File: src/sef_pkg.sv
// ======================================================================
// Shared constants for the sensorless event filters
package sef_pkg;

  // ====================================================================
  // Timing
  localparam int CLK_FREQ_MHZ    = 100;
  localparam int WIN_UNIT_US     = 5;
  localparam int WIN_UNIT_CYCLES = WIN_UNIT_US * CLK_FREQ_MHZ;

  // Long window codes start at 60 us (12 units) and step by 20 us (4 units)
  localparam logic [5:0] WIN_LONG_BASE_UNITS = 6'h0c;

  // ====================================================================
  // Register byte offsets
  localparam int ADDR_CONTROL   = 'h00;
  localparam int ADDR_DEMAG_CFG = 'h04;
  localparam int ADDR_ZC_CFG    = 'h08;
  localparam int ADDR_SAMPLE    = 'h0c;
  localparam int ADDR_STATUS    = 'h10;
  localparam int ADDR_IRQ_MASK  = 'h14;
  localparam int ADDR_EVT_COUNT = 'h18;

  // ====================================================================
  // Field positions
  localparam int CTL_SENSOR_BIT    = 0;
  localparam int CTL_STRICT_BIT    = 1;
  localparam int CTL_DEMAG_LVL_BIT = 2;
  localparam int CTL_ZC_LVL_BIT    = 3;
  localparam int CTL_SW_COMM_BIT   = 8;
  localparam int CTL_SIM_DEMAG_BIT = 9;
  localparam int CTL_SIM_ZC_BIT    = 10;
  localparam int CFG_WIN_LSB       = 0;
  localparam int CFG_CNT_LSB       = 4;
  localparam int STAT_DEMAG_BIT    = 0;
  localparam int STAT_ZC_BIT       = 1;
  localparam int STAT_COMP_BIT     = 4;
  localparam int STAT_D_ARMED_BIT  = 5;
  localparam int STAT_Z_ARMED_BIT  = 6;

  // ====================================================================
  // Reset values
  localparam logic [3:0] CONTROL_RST    = 4'h0;
  localparam logic [3:0] WIN_CODE_RST   = 4'hf;
  localparam logic [3:0] CNT_LIMIT_RST  = 4'h0;
  localparam logic [7:0] SAMPLE_DIV_RST = 8'h09;
  localparam logic [1:0] IRQ_MASK_RST   = 2'h0;

  // ====================================================================
  // Bus answers
  localparam logic [1:0] RESP_OKAY   = 2'h0;
  localparam logic [1:0] RESP_SLVERR = 2'h2;

  typedef enum {FLT_IDLE, FLT_BLANK, FLT_COUNT} sef_flt_state_t;

  // Window length in 5 us units
  function automatic logic [5:0] sef_win_units(input logic [3:0] code);
    if (!code[3])
    begin
      return {2'h0, code} + 6'h01;
    end
    return WIN_LONG_BASE_UNITS + {1'b0, code[2:0], 2'h0};
  endfunction : sef_win_units

endpackage : sef_pkg

File: src/sef_event_filter.sv
`timescale 1ns/100ps
`default_nettype none
// ======================================================================
// Blanking window followed by a consecutive-sample counter
module sef_event_filter
  import sef_pkg::*;
#(
  parameter int UNIT_CYC = WIN_UNIT_CYCLES
)
(
  // Clock and reset
  input  wire logic       aclk,
  input  wire logic       aresetn,
  // Sequencing
  input  wire logic       start,
  input  wire logic       abort,
  input  wire logic       strict,
  input  wire logic       no_window,
  // Samples
  input  wire logic       sample_tick,
  input  wire logic       detect,
  input  wire logic       sim,
  // Settings
  input  wire logic [3:0] window_code,
  input  wire logic [3:0] count_limit,
  // Result
  output var  logic       event_pulse,
  output var  logic       armed
);

  localparam int CW = $clog2(UNIT_CYC + 1);

  sef_flt_state_t state;
  sef_flt_state_t next_state;
  logic [CW-1:0]  cyc_cnt;
  logic [5:0]     unit_cnt;
  logic [4:0]     run;

  wire [5:0] win_units = sef_win_units(window_code);
  wire       blanking  = state == FLT_BLANK;
  wire       counting  = state == FLT_COUNT;
  wire       unit_end  = cyc_cnt == CW'(UNIT_CYC - 1);
  wire       win_end   = unit_end & (unit_cnt == win_units - 6'h01);
  wire       hit       = counting & sample_tick & detect;
  wire       hw_fire   = hit & (run == {1'b0, count_limit});
  // Simulated events skip the counter; in strict order only while armed
  wire       sim_fire  = sim & (~strict | (state != FLT_IDLE));
  wire       fire      = hw_fire | sim_fire;

  // ====================================================================
  // Sequencing
  always_comb
  begin
    next_state = state;
    case (state)
      FLT_IDLE:  next_state = FLT_IDLE;
      FLT_BLANK: if (no_window | win_end) next_state = FLT_COUNT;
      FLT_COUNT: next_state = FLT_COUNT;
      default:   next_state = FLT_IDLE;
    endcase
    if (fire)
      next_state = FLT_IDLE;
    if (abort)
      next_state = FLT_IDLE;
    if (start)
      next_state = no_window ? FLT_COUNT : FLT_BLANK;
  end

  always_ff @(posedge aclk)
  begin
    if (!aresetn)
    begin
      state       <= FLT_IDLE;
      cyc_cnt     <= '0;
      unit_cnt    <= 6'h00;
      run         <= 5'h00;
      event_pulse <= 1'b0;
      armed       <= 1'b0;
    end
    else
    begin
      state       <= next_state;
      event_pulse <= fire;
      armed       <= next_state != FLT_IDLE;
      cyc_cnt     <= (start | ~blanking | unit_end) ? '0 : cyc_cnt + CW'(1);
      unit_cnt    <= (start | ~blanking) ? 6'h00 : unit_cnt + {5'h00, unit_end};
      if (start | ~counting | fire)
        run <= 5'h00;
      else if (sample_tick)
        run <= detect ? run + 5'h01 : 5'h00;
    end
  end

endmodule : sef_event_filter
`default_nettype wire

File: src/sef_sample_tick.sv
`timescale 1ns/100ps
`default_nettype none
// ======================================================================
// Sampling strobe: one pulse every divider+1 clock cycles
module sef_sample_tick
  import sef_pkg::*;
(
  // Clock and reset
  input  wire logic       aclk,
  input  wire logic       aresetn,
  // Control
  input  wire logic [7:0] divider,
  // Strobe
  output var  logic       tick
);

  logic [7:0] cnt;
  wire        wrap = cnt >= divider;

  always_ff @(posedge aclk)
  begin
    if (!aresetn)
    begin
      cnt  <= 8'h00;
      tick <= 1'b0;
    end
    else
    begin
      cnt  <= wrap ? 8'h00 : cnt + 8'h01;
      tick <= wrap;
    end
  end

endmodule : sef_sample_tick
`default_nettype wire

File: src/sef_top.sv
`timescale 1ns/100ps
`default_nettype none
module sef_top
  import sef_pkg::*;
#(
  parameter int ADDR_W       = 8,
  parameter int WIN_UNIT_CYC = WIN_UNIT_CYCLES
)
(
  // Clock and reset
  input  wire logic              aclk,
  input  wire logic              aresetn,
  // AXI4-Lite write address
  input  wire logic [ADDR_W-1:0] s_axi_awaddr,
  input  wire logic [2:0]        s_axi_awprot,
  input  wire logic              s_axi_awvalid,
  output var  logic              s_axi_awready,
  // AXI4-Lite write data
  input  wire logic [31:0]       s_axi_wdata,
  input  wire logic [3:0]        s_axi_wstrb,
  input  wire logic              s_axi_wvalid,
  output var  logic              s_axi_wready,
  // AXI4-Lite write response
  output var  logic [1:0]        s_axi_bresp,
  output var  logic              s_axi_bvalid,
  input  wire logic              s_axi_bready,
  // AXI4-Lite read address
  input  wire logic [ADDR_W-1:0] s_axi_araddr,
  input  wire logic [2:0]        s_axi_arprot,
  input  wire logic              s_axi_arvalid,
  output var  logic              s_axi_arready,
  // AXI4-Lite read data
  output var  logic [31:0]       s_axi_rdata,
  output var  logic [1:0]        s_axi_rresp,
  output var  logic              s_axi_rvalid,
  input  wire logic              s_axi_rready,
  // Motor side
  input  wire logic              comparator_out,
  input  wire logic              hw_commutation,
  // Events and interrupt
  output var  logic              demag_event,
  output var  logic              zero_cross_event,
  output var  logic              irq
);

  // ====================================================================
  // Declarations
  logic [ADDR_W-1:0] aw_addr;
  logic [31:0]       w_data;
  logic [3:0]        w_strb;
  logic [3:0]        control;
  logic [7:0]        demag_filter_config;
  logic [7:0]        zero_cross_filter_config;
  logic [7:0]        sample_div;
  logic [1:0]        status;
  logic [1:0]        irq_mask;
  logic [7:0]        demag_total;
  logic [7:0]        zero_cross_total;
  logic              sw_commutation;
  logic              sim_demag;
  logic              sim_zero_cross;
  logic              comp_meta;
  logic              comp_sync;
  logic              sample_tick;
  logic              demag_armed;
  logic              zero_cross_armed;

  // ====================================================================
  // Bus handshakes
  wire aw_take  = s_axi_awvalid & s_axi_awready;
  wire w_take   = s_axi_wvalid & s_axi_wready;
  wire ar_take  = s_axi_arvalid & s_axi_arready;
  wire b_done   = s_axi_bvalid & s_axi_bready;
  wire r_done   = s_axi_rvalid & s_axi_rready;
  // Both halves held and no response outstanding
  wire do_write = ~s_axi_awready & ~s_axi_wready & ~s_axi_bvalid;

  // ====================================================================
  // Address decode
  wire [ADDR_W-1:0] wr_word = {aw_addr[ADDR_W-1:2], 2'b00};
  wire [ADDR_W-1:0] rd_word = {s_axi_araddr[ADDR_W-1:2], 2'b00};

  wire wr_control = wr_word == ADDR_W'(ADDR_CONTROL);
  wire wr_demag   = wr_word == ADDR_W'(ADDR_DEMAG_CFG);
  wire wr_zc      = wr_word == ADDR_W'(ADDR_ZC_CFG);
  wire wr_sample  = wr_word == ADDR_W'(ADDR_SAMPLE);
  wire wr_status  = wr_word == ADDR_W'(ADDR_STATUS);
  wire wr_mask    = wr_word == ADDR_W'(ADDR_IRQ_MASK);
  wire wr_counts  = wr_word == ADDR_W'(ADDR_EVT_COUNT);
  wire wr_hit     = wr_control | wr_demag | wr_zc | wr_sample | wr_status
                  | wr_mask | wr_counts;

  wire rd_control = rd_word == ADDR_W'(ADDR_CONTROL);
  wire rd_demag   = rd_word == ADDR_W'(ADDR_DEMAG_CFG);
  wire rd_zc      = rd_word == ADDR_W'(ADDR_ZC_CFG);
  wire rd_sample  = rd_word == ADDR_W'(ADDR_SAMPLE);
  wire rd_status  = rd_word == ADDR_W'(ADDR_STATUS);
  wire rd_mask    = rd_word == ADDR_W'(ADDR_IRQ_MASK);
  wire rd_counts  = rd_word == ADDR_W'(ADDR_EVT_COUNT);
  wire rd_hit     = rd_control | rd_demag | rd_zc | rd_sample | rd_status
                  | rd_mask | rd_counts;

  wire wr_byte0   = do_write & w_strb[0];
  wire wr_byte1   = do_write & w_strb[1];

  // ====================================================================
  // Read data selection
  wire [31:0] status_word = {25'h0, zero_cross_armed, demag_armed, comp_sync,
                             2'h0, status};
  wire [31:0] rd_data =
      rd_control ? {28'h0, control} :
      rd_demag   ? {24'h0, demag_filter_config} :
      rd_zc      ? {24'h0, zero_cross_filter_config} :
      rd_sample  ? {24'h0, sample_div} :
      rd_status  ? status_word :
      rd_mask    ? {30'h0, irq_mask} :
      rd_counts  ? {16'h0, zero_cross_total, demag_total} :
                   32'h0000_0000;

  // ====================================================================
  // Write channels
  always_ff @(posedge aclk)
  begin
    if (!aresetn)
    begin
      s_axi_awready <= 1'b1;
      s_axi_wready  <= 1'b1;
      s_axi_bvalid  <= 1'b0;
      s_axi_bresp   <= RESP_OKAY;
      aw_addr       <= '0;
      w_data        <= 32'h0000_0000;
      w_strb        <= 4'h0;
    end
    else
    begin
      if (aw_take)
      begin
        aw_addr       <= s_axi_awaddr;
        s_axi_awready <= 1'b0;
      end
      if (w_take)
      begin
        w_data       <= s_axi_wdata;
        w_strb       <= s_axi_wstrb;
        s_axi_wready <= 1'b0;
      end
      if (do_write)
      begin
        s_axi_bvalid  <= 1'b1;
        s_axi_bresp   <= wr_hit ? RESP_OKAY : RESP_SLVERR;
        s_axi_awready <= 1'b1;
        s_axi_wready  <= 1'b1;
      end
      else if (b_done)
        s_axi_bvalid <= 1'b0;
    end
  end

  // ====================================================================
  // Read channels
  always_ff @(posedge aclk)
  begin
    if (!aresetn)
    begin
      s_axi_arready <= 1'b1;
      s_axi_rvalid  <= 1'b0;
      s_axi_rdata   <= 32'h0000_0000;
      s_axi_rresp   <= RESP_OKAY;
    end
    else if (ar_take)
    begin
      s_axi_arready <= 1'b0;
      s_axi_rvalid  <= 1'b1;
      s_axi_rdata   <= rd_data;
      s_axi_rresp   <= rd_hit ? RESP_OKAY : RESP_SLVERR;
    end
    else if (r_done)
    begin
      s_axi_rvalid  <= 1'b0;
      s_axi_arready <= 1'b1;
    end
  end

  // ====================================================================
  // Configuration registers
  always_ff @(posedge aclk)
  begin
    if (!aresetn)
    begin
      control                  <= CONTROL_RST;
      demag_filter_config      <= {CNT_LIMIT_RST, WIN_CODE_RST};
      zero_cross_filter_config <= {CNT_LIMIT_RST, WIN_CODE_RST};
      sample_div               <= SAMPLE_DIV_RST;
      irq_mask                 <= IRQ_MASK_RST;
    end
    else
    begin
      if (wr_byte0 & wr_control)
        control <= w_data[3:0];
      if (wr_byte0 & wr_demag)
        demag_filter_config <= w_data[7:0];
      if (wr_byte0 & wr_zc)
        zero_cross_filter_config <= w_data[7:0];
      if (wr_byte0 & wr_sample)
        sample_div <= w_data[7:0];
      if (wr_byte0 & wr_mask)
        irq_mask <= w_data[1:0];
    end
  end

  // ====================================================================
  // Software strobes, one cycle each; they read back as zero
  always_ff @(posedge aclk)
  begin
    if (!aresetn)
    begin
      sw_commutation <= 1'b0;
      sim_demag      <= 1'b0;
      sim_zero_cross <= 1'b0;
    end
    else
    begin
      sw_commutation <= wr_byte1 & wr_control & w_data[CTL_SW_COMM_BIT];
      sim_demag      <= wr_byte1 & wr_control & w_data[CTL_SIM_DEMAG_BIT];
      sim_zero_cross <= wr_byte1 & wr_control & w_data[CTL_SIM_ZC_BIT];
    end
  end

  // ====================================================================
  // Comparator synchroniser; the pin is asynchronous to aclk
  always_ff @(posedge aclk)
  begin
    if (!aresetn)
    begin
      comp_meta <= 1'b0;
      comp_sync <= 1'b0;
    end
    else
    begin
      comp_meta <= comparator_out;
      comp_sync <= comp_meta;
    end
  end

  // ====================================================================
  // Event qualification
  wire sensor_mode_select = control[CTL_SENSOR_BIT];
  wire strict_order       = control[CTL_STRICT_BIT];
  wire commutation        = hw_commutation | sw_commutation;
  wire demag_detect       = comp_sync == control[CTL_DEMAG_LVL_BIT];
  wire zero_cross_detect  = comp_sync == control[CTL_ZC_LVL_BIT];

  sef_sample_tick u_tick (
    .aclk    (aclk),
    .aresetn (aresetn),
    .divider (sample_div),
    .tick    (sample_tick)
  );

  sef_event_filter #(
    .UNIT_CYC (WIN_UNIT_CYC)
  ) u_demag (
    .aclk        (aclk),
    .aresetn     (aresetn),
    .start       (commutation),
    .abort       (1'b0),
    .strict      (strict_order),
    .no_window   (sensor_mode_select),
    .sample_tick (sample_tick),
    .detect      (demag_detect),
    .sim         (sim_demag),
    .window_code (demag_filter_config[CFG_WIN_LSB +: 4]),
    .count_limit (demag_filter_config[CFG_CNT_LSB +: 4]),
    .event_pulse (demag_event),
    .armed       (demag_armed)
  );

  // A new commutation in strict order abandons a pending zero-cross search
  sef_event_filter #(
    .UNIT_CYC (WIN_UNIT_CYC)
  ) u_zero_cross (
    .aclk        (aclk),
    .aresetn     (aresetn),
    .start       (demag_event),
    .abort       (commutation & strict_order),
    .strict      (strict_order),
    .no_window   (sensor_mode_select),
    .sample_tick (sample_tick),
    .detect      (zero_cross_detect),
    .sim         (sim_zero_cross),
    .window_code (zero_cross_filter_config[CFG_WIN_LSB +: 4]),
    .count_limit (zero_cross_filter_config[CFG_CNT_LSB +: 4]),
    .event_pulse (zero_cross_event),
    .armed       (zero_cross_armed)
  );

  // ====================================================================
  // Sticky flags, mask and interrupt; a new event beats a clear
  wire [1:0] flag_set   = {zero_cross_event, demag_event};
  wire [1:0] flag_clr   = (wr_byte0 & wr_status) ? w_data[1:0] : 2'h0;
  wire [1:0] next_status = (status & ~flag_clr) | flag_set;
  // Counter write of any value clears both totals
  wire       clr_totals = wr_byte0 & wr_counts;

  always_ff @(posedge aclk)
  begin
    if (!aresetn)
    begin
      status           <= 2'h0;
      irq              <= 1'b0;
      demag_total      <= 8'h00;
      zero_cross_total <= 8'h00;
    end
    else
    begin
      status           <= next_status;
      irq              <= |(next_status & irq_mask);
      demag_total      <= clr_totals ? 8'h00 : demag_total + {7'h00, demag_event};
      zero_cross_total <= clr_totals ? 8'h00
                                     : zero_cross_total + {7'h00, zero_cross_event};
    end
  end

endmodule : sef_top
`default_nettype wire
File: config.mk
export PLATFORM = sky130hd
export DESIGN_NAME = sef_top
export DESIGN_NICKNAME = d
export VERILOG_FILES = /design/src/sef_pkg.sv /design/src/sef_event_filter.sv /design/src/sef_sample_tick.sv /design/src/sef_top.sv
export SDC_FILE = /design/constraint.sdc
export NUM_CORES = 1
export LEC_CHECK = 0
export BUFFER_PORTS_ARGS = -buffer_cell sky130_fd_sc_hd__buf_4
export CORE_ASPECT_RATIO = 1.75
export CORE_MARGIN = 1.5
export CORE_UTILIZATION = 35
export CTS_CLUSTER_SIZE = 12
export DETAILED_ROUTE_END_ITERATION = 12
export PLACE_DENSITY = 0.63
export RECOVER_POWER = 100
export SLEW_MARGIN = 20
export SYNTH_ARGS = -nofsm -noshare
export SYNTH_HDL_FRONTEND = slang
export SYNTH_SLANG_ARGS = --single-unit
File: constraint.sdc
create_clock -name aclk -period 5.6 [get_ports aclk]
set_input_delay 0.28 -clock aclk [delete_from_list [all_inputs] [get_ports aclk]]
set_output_delay 0.28 -clock aclk [all_outputs]
set_load 0.02 [all_outputs]
==> out/qor.csv, run 1 <==
metric,value,unit
synth warn,0,
ant diodes,0,
Min-Delay Path Class,in2reg,
multi-input logic area,4215,µm²
max-cap viol count,3,
Synth Cell Area,8602,µm²
register area,4264,µm²
wire per inst,14.00,µm
Inserted Clock Buffers,21,
Placer Congestion,0.8703,
clock sinks,213,
Crit Path Category,in2reg,
"Data required, critical path",5.99,ns
pre-CTS setup slack,2.587,ns
post-synth top area share,49.57,%
initial antenna violation count,0,
Synth cell types,63,
Tot GR Track Use,15.08,%
syn_area_per_cell,9.411,µm²
CP max stage delay,1.24,ns
"Setup violations, final",0,
measured slew at the worst slew-check pin,1.769,ns
vias in the first global route,6483,
clock root buffer master,clkbuf_16,
core area,24020,µm²
postcts setup bufs,0,
Peak Freq,0.2731,GHz
DRT antenna net count,0,
Longest Clk Path Bufs,3,
CTS resizes,0,
cell taking the most area after synthesis,dfxtp_1,
crit-path cells,clkbuf_1 > clkinv_1 > clkbuf_1 > a221oi_1,
first-pass GRT wire length,30.96,mm
Die Wd,121.5,µm
grt ovf,0,
failing checks,"capacitance limit, slew limit",
DP HPWL,13.81,mm
Initial Utilization,35.81,%
"EDFF count, synth",0,
Final TNS setup,0,ns
CTS tree,done,
CP arrival,4.05,ns
"top cells by area, synth","dfxtp_1 50%, nor2_1 5.1%, xor2_1 4.7%, ha_1 3.9%, mux2i_1 3.5%",
Setup crit start kind,primary input,
Worst Slack Setup Final,1.939,ns
largest net degree at the start of global routing,39,
nets@finish,1120,
"Reg clk slew, reported paths",0.06,ns
"delay-heaviest family, CP",buffers and inverters,
period utilisation layout,65.38,%
sequential element share of the synthesized area,49.57,%
element type at the critical path end,flip-flop,
Synth Instances,914,
DIE AREA,25560,µm²
dominant synthesized flop cell,dfxtp_1,
drt first pass iters,4,
Worst Path Buf+Inv,3,
Layout area overhead,14.88,%
via count of the routed design,6447,
IO Count,111,
worst skew pair latency,0.51,ns
residual DRC count,0,
outcome,"finished, violations left",
RSZ-0062 raised after global routing,false,
"critical path fanouts, max",38,
Slowest cell on crit path,clkbuf_1,
Total Power,0.002929,W
Buffers on Ports,59,
Lkg Pwr,3.915,nW
synthesized flop and latch total,213,
drt total wl,18.70,mm
Clock Skew,0.009700,ns
Iteration-0 DRC Markers,183,
worst vdd rail ir drop,0.1841,mV
pwr dens,296.4,nW/µm²
Period minus WS final,3.661,ns
"Slew Viols, Final",89,
CP dominant cell by count,clkbuf_1,
# fillers,2467,
die height,210.4,µm
Slew headroom,-19.20,%
async set-reset flop share out of synthesis,0,%
Vias/cell,4.826,
fin util,41.14,%
H-tree levels,1,
Fin. Hold Viols,0,
Cell Rows,75,
layout cells sized above 1,7.393,%
[final timing paths]
path	startpoint	endpoint	slack [ns]	cells after the start
max	aresetn	s_axi_bresp[1]$_SDFFE_PN0P_	1.94	4
min	s_axi_wdata[0]	w_data[0]$_SDFFE_PN0P_	0.02	3
max reg2reg	s_axi_awready$_SDFFE_PP1P_	zero_cross_total[4]$_SDFF_PP0_	2.14	5
min reg2reg	comp_meta$_SDFF_PN0_	comp_sync$_SDFF_PN0_	0.45	1
[tightest hold or removal path, delay by kind of cell]
| kind | cells | cell delay (ns) |
|---|---|---|
| buffers and inverters | 1 | 0.11 |
| AO/OA/AOI/OAI | 1 | 0.05 |
| AND/OR/NAND/NOR | 1 | 0.04 |
[cell usage after synthesis, types with 16 or more instances]
cell	n
nor2_1	118
o21ai_0	16
ha_1	27
mux2i_1	30
nor4_1	22
inv_1	28
a21oi_1	38
nor3_1	20
dfxtp_1	213
nand2_1	78
nand3_1	37
buf_4	18
xnor2_1	29
clkbuf_1	24
xor2_1	46
[state kept, by name, indices dropped and copies added (netlist names), 8 cells and up]
name	count
demag_filter_config	8
u_zero_cross.cyc_cnt	9
u_demag.cyc_cnt	9
zero_cross_filter_config	8
sample_div	8
zero_cross_total	8
u_demag.state	32
demag_total	8
w_data	11
u_tick.cnt	8
u_zero_cross.state	32
s_axi_rdata	16
[layout by cell type (no fill, tap or decap), types with 8 or more instances in the layout]
master     instances
a21oi_1           38
a221oi_1           8
a22oi_1            9
and3_1             8
buf_4             32
clkbuf_1          31
clkbuf_16         21
conb_1            78
dfxtp_1          213
ha_1              27
inv_1             28
mux2_2            10
mux2i_1           30
nand2_1           78
nand2b_1           9
nand3_1           37
nand4_1           14
nor2_1           121
nor2b_1           10
nor3_1            20
nor4_1            23
o211ai_1          10
o21ai_0           18
or3_1              8
xnor2_1           29
xor2_1            46
[cells by family after synthesis]
family | Yosys count | synth area share, %
mux | 40 | 4.800
simple gates | 362 | 20.64
other cells | 1 | 0.04359
compound gates | 117 | 8.916
flops | 213 | 49.57
fa+ha+maj | 27 | 3.927
xor+xnor | 75 | 7.636
buf+inv | 79 | 4.465
[repair_timing]
item,in CTS,in global routing
hold endpoints to repair,1,0
hold buffers,1,0
endpoints found under the setup margin,0,0
[metal layers]
| layer | wire (µm) | up-vias | GRT usage [%] |
|---|---|---|---|
| met3 | 631 | 58 | 2.165 |
| met5 | 0 | - | 0 |
| met2 | 9607 | 142 | 27.92 |
| li1 | - | 3265 | - |
| met1 | 7519 | 2982 | 15.99 |
| met4 | 942 | 0 | 8.560 |
[report_power, final]
| part | switching, W | leakage, nW | total (W) | internal (W) |
|---|---|---|---|---|
| clock network | 0.000542 | 0.267 | 0.00121 | 0.000671 |
| logic | 0.0000860 | 1.90 | 0.000133 | 0.0000470 |
| registers | 0.0000262 | 1.75 | 0.00158 | 0.00156 |
[cell type report]
type	count	area share, %
Clock buffer	24	5.432
Clock inverter	1	0.08863
Inverter	29	1.102
Multi-Input combinational cell	699	42.66
Sequential cell	213	43.15
Tap cell	308	3.900
Timing Repair Buffer	62	3.672
[per-stage QoR]
step | instances | hold WS [ns] | instance area (µm²)
4_1_cts | 1336 | 0.007323 | 10010
2_1_floorplan | 991 | 0.4073 | 8891
5_1_grt | 1336 | 0.02546 | 9882
6_report | 1336 | 0.02459 | 9882
3_3_place_gp | 1310 | 0.4314 | 9459
3_5_place_dp | 1310 | 0.4414 | 9459
Note: power is estimated with default switching activity, not from simulation.
==> run 2: changes to the inputs <==
- ABC_AREA: unset -> 1
- PLACE_DENSITY: 0.63 -> 0.65
- clock period: 5.6 -> 3 ns (I/O delays scaled with it)
==> out/qor.csv, run 2 <==
metric,value,unit
outcome,"finished, final reports clean",
Synth top cells by count,"213 x dfxtp_1, 195 x nand2_1, 158 x nor2_1",
Synth cell types,46,
measured slew at the worst slew-check pin,1.181,ns
largest family of logic cells by synthesized area,simple AND/OR/NAND/NOR gates,
core area,24530,µm²
CP arrival,2.86,ns
most frequent cells in the layout,"213 x dfxtp_1, 196 x nand2_1, 160 x nor2_1",
simple logic cell fraction of the synthesized area,23.71,%
RSZ-0062 raised after global routing,false,
Tot GR Track Use,15.01,%
hold_buf cts,27,
sequential element share of the synthesized area,48.82,%
postcts setup bufs,0,
dominant cell by count in the synthesized netlist,dfxtp_1,
Period minus WS final,2.421,ns
Post-Synth Adder-Cell Area,3.868,%
period utilisation layout,80.70,%
Crit Path Category,reg2reg,
dominant synthesized flop cell,dfxtp_1,
first-pass GRT wire length,31.53,mm
pre-CTS setup slack,0.6569,ns
Finished Layout Cells,1563,
vias in the first global route,6822,
residual DRC count,0,
FF-to-FF setup slack,0.58,ns
Synth Instances,1096,
Clock Skew,0.02743,ns
cells on worst reg2reg path,7,
DP HPWL,14.17,mm
Longest Clk Path Bufs,3,
async set-reset flop share out of synthesis,0,%
CTS tree,done,
DRT antenna net count,0,
Setup crit start kind,flip-flop,
Peak Freq,0.4131,GHz
ant diodes,0,
Layout area overhead,18.59,%
Vias/cell,4.580,
Worst Slack Setup Final,0.5791,ns
Top Registers,"u_demag.state: 32 flops, u_zero_cross.state: 32 flops, s_axi_rdata: 16 flops",
DP Area,9632,µm²
clock root buffer master,clkbuf_16,
drt total wl,19.10,mm
drt first pass iters,5,
via count of the routed design,7159,
Post-Synth XOR/XNOR Area,4.111,%
Inserted Clock Buffers,22,
DIE AREA,25950,µm²
"Reg clk slew, reported paths",0.06,ns
worst vdd rail ir drop,0.4327,mV
nets@finish,1339,
Buffers on Ports,59,
"critical path fanouts, max",16,
element type at the critical path end,flip-flop,
Min-Delay Path Class,in2reg,
initial antenna violation count,0,
clock sinks,213,
Placer Congestion,0.8608,
H-tree levels,1,
pwr dens,548.2,nW/µm²
"Setup violations, final",0,
WHS Path Cells,5,
die height,212.0,µm
Fin. Hold Viols,0,
mux contribution to synthesized area,0,%
layout cells sized above 1,6.315,%
Final Cell Area,10360,µm²
"EDFF count, synth",0,
Slew headroom,20.77,%
CTS resizes,0,
Hold EP,u_demag.armed$_SDFF_PN0_,
syn_area_per_cell,7.970,µm²
hold path start,hw_commutation,
Compound-Gate Fraction of Synth Area,10.94,%
Iteration-0 DRC Markers,299,
wire per inst,12.22,µm
Lkg Pwr,4.418,nW
"Slew Viols, Final",0,
Synth Cell Area,8735,µm²
Critical R2R Capture,zero_cross_filter_config[2]$_SDFFE_PN1P_,
"commonest non-fill, non-tap cell in the layout",dfxtp_1,
DP Cell Count,1506,
worst r2r src,s_axi_awready$_SDFFE_PP1P_,
Die Wd,122.4,µm
post-synth top area share,48.82,%
largest net degree at the start of global routing,42,
"top cells by area, synth","dfxtp_1 49%, nand2_1 8.4%, nor2_1 6.8%, inv_1 5.4%, a21oi_1 4.4%",
synthesized flop and latch total,213,
Cell Rows,76,
Initial Utilization,35.60,%
grt ovf,0,
"Data required, critical path",3.44,ns
cell taking the most area after synthesis,dfxtp_1,
max-cap viol count,0,
Final TNS setup,0,ns
worst skew pair latency,0.52,ns
IO Count,111,
synth warn,0,
## run 2: cell types whose count changed after synthesis, sizes merged, moves of 19 or more
cell	change
a21oi	+39
inv	+102
mux2i	-30
nand2	+120
nor2	+43
nor4	-19
o21ai	+35
## run 2: power by group
part,internal [W],switching (W),total [W]
Clock,0.00137,0.00106,0.00243
Combinational,0.000107,0.000186,0.000293
Sequential,0.00291,0.0000437,0.00296
## run 2: per-stage QoR
stage | util [%] | total power, W | hold slack (ns)
detailed placement | 39.26 | 0.003293 | 0.3470
finish | 42.22 | 0.005679 | 0.01880
CTS | 42.88 | 0.005762 | 0.01154
floorplan | - | 0.003204 | 0.2476
global route | 42.22 | 0.005907 | 0.04913
global placement | 39.26 | 0.003287 | 0.3395
## run 2: kinds of logic after synthesis
logic type,Yosys count
AOI/OAI and AO/OA,165
xor gates and xnor gates,41
adders and majority gates,27
buffers and inverters,172
DFF,213
other,1
and+or+nand+nor,477
## run 2: critical path: stages (launching register included)
cell and delay (ns):
dfxtp_1 0.40, nor4_1 0.41, inv_1 0.20, nor2_1 0.13, clkinv_1 0.10, nor2_1 0.76, a21oi_1 0.22, o21ai_0 0.13
## run 2: worst max path at each step
stage | start | end | slack [ns] | cells after the start
CTS | zero_cross_filter_config[0]$_SDFFE_PN1P_ | u_zero_cross.armed$_SDFF_PN0_ | 0.63 | 16
detailed placement | zero_cross_filter_config[0]$_SDFFE_PN1P_ | u_zero_cross.armed$_SDFF_PN0_ | 0.66 | 16
global placement | zero_cross_filter_config[0]$_SDFFE_PN1P_ | u_zero_cross.armed$_SDFF_PN0_ | 0.68 | 16
global route | s_axi_awready$_SDFFE_PP1P_ | zero_cross_filter_config[2]$_SDFFE_PN1P_ | 0.22 | 7
finish | s_axi_awready$_SDFFE_PP1P_ | zero_cross_filter_config[2]$_SDFFE_PN1P_ | 0.58 | 7
floorplan | zero_cross_filter_config[0]$_SDFFE_PN1P_ | u_zero_cross.armed$_SDFF_PN0_ | 0.92 | 15
## run 2: final cells by class
class | instances | area, µm²
fill | 2533 | 14170
timing repair buffer | 90 | 638.1
tap | 312 | 390.4
multi-input combinational | 788 | 3961
clock inverter | 4 | 31.28
clock buffer | 26 | 585.6
sequential | 213 | 4264
inverter | 130 | 488.0
## run 2: per-layer routing
layer / up-vias / routed length [µm] / track usage (%)
met2: 162 / 9811 / 28.18
met3: 45 / 764 / 1.744
met4: 0 / 774 / 6.656
met1: 3214 / 7754 / 16.58
met5: - / 0 / 0
li1: 3738 / - / -
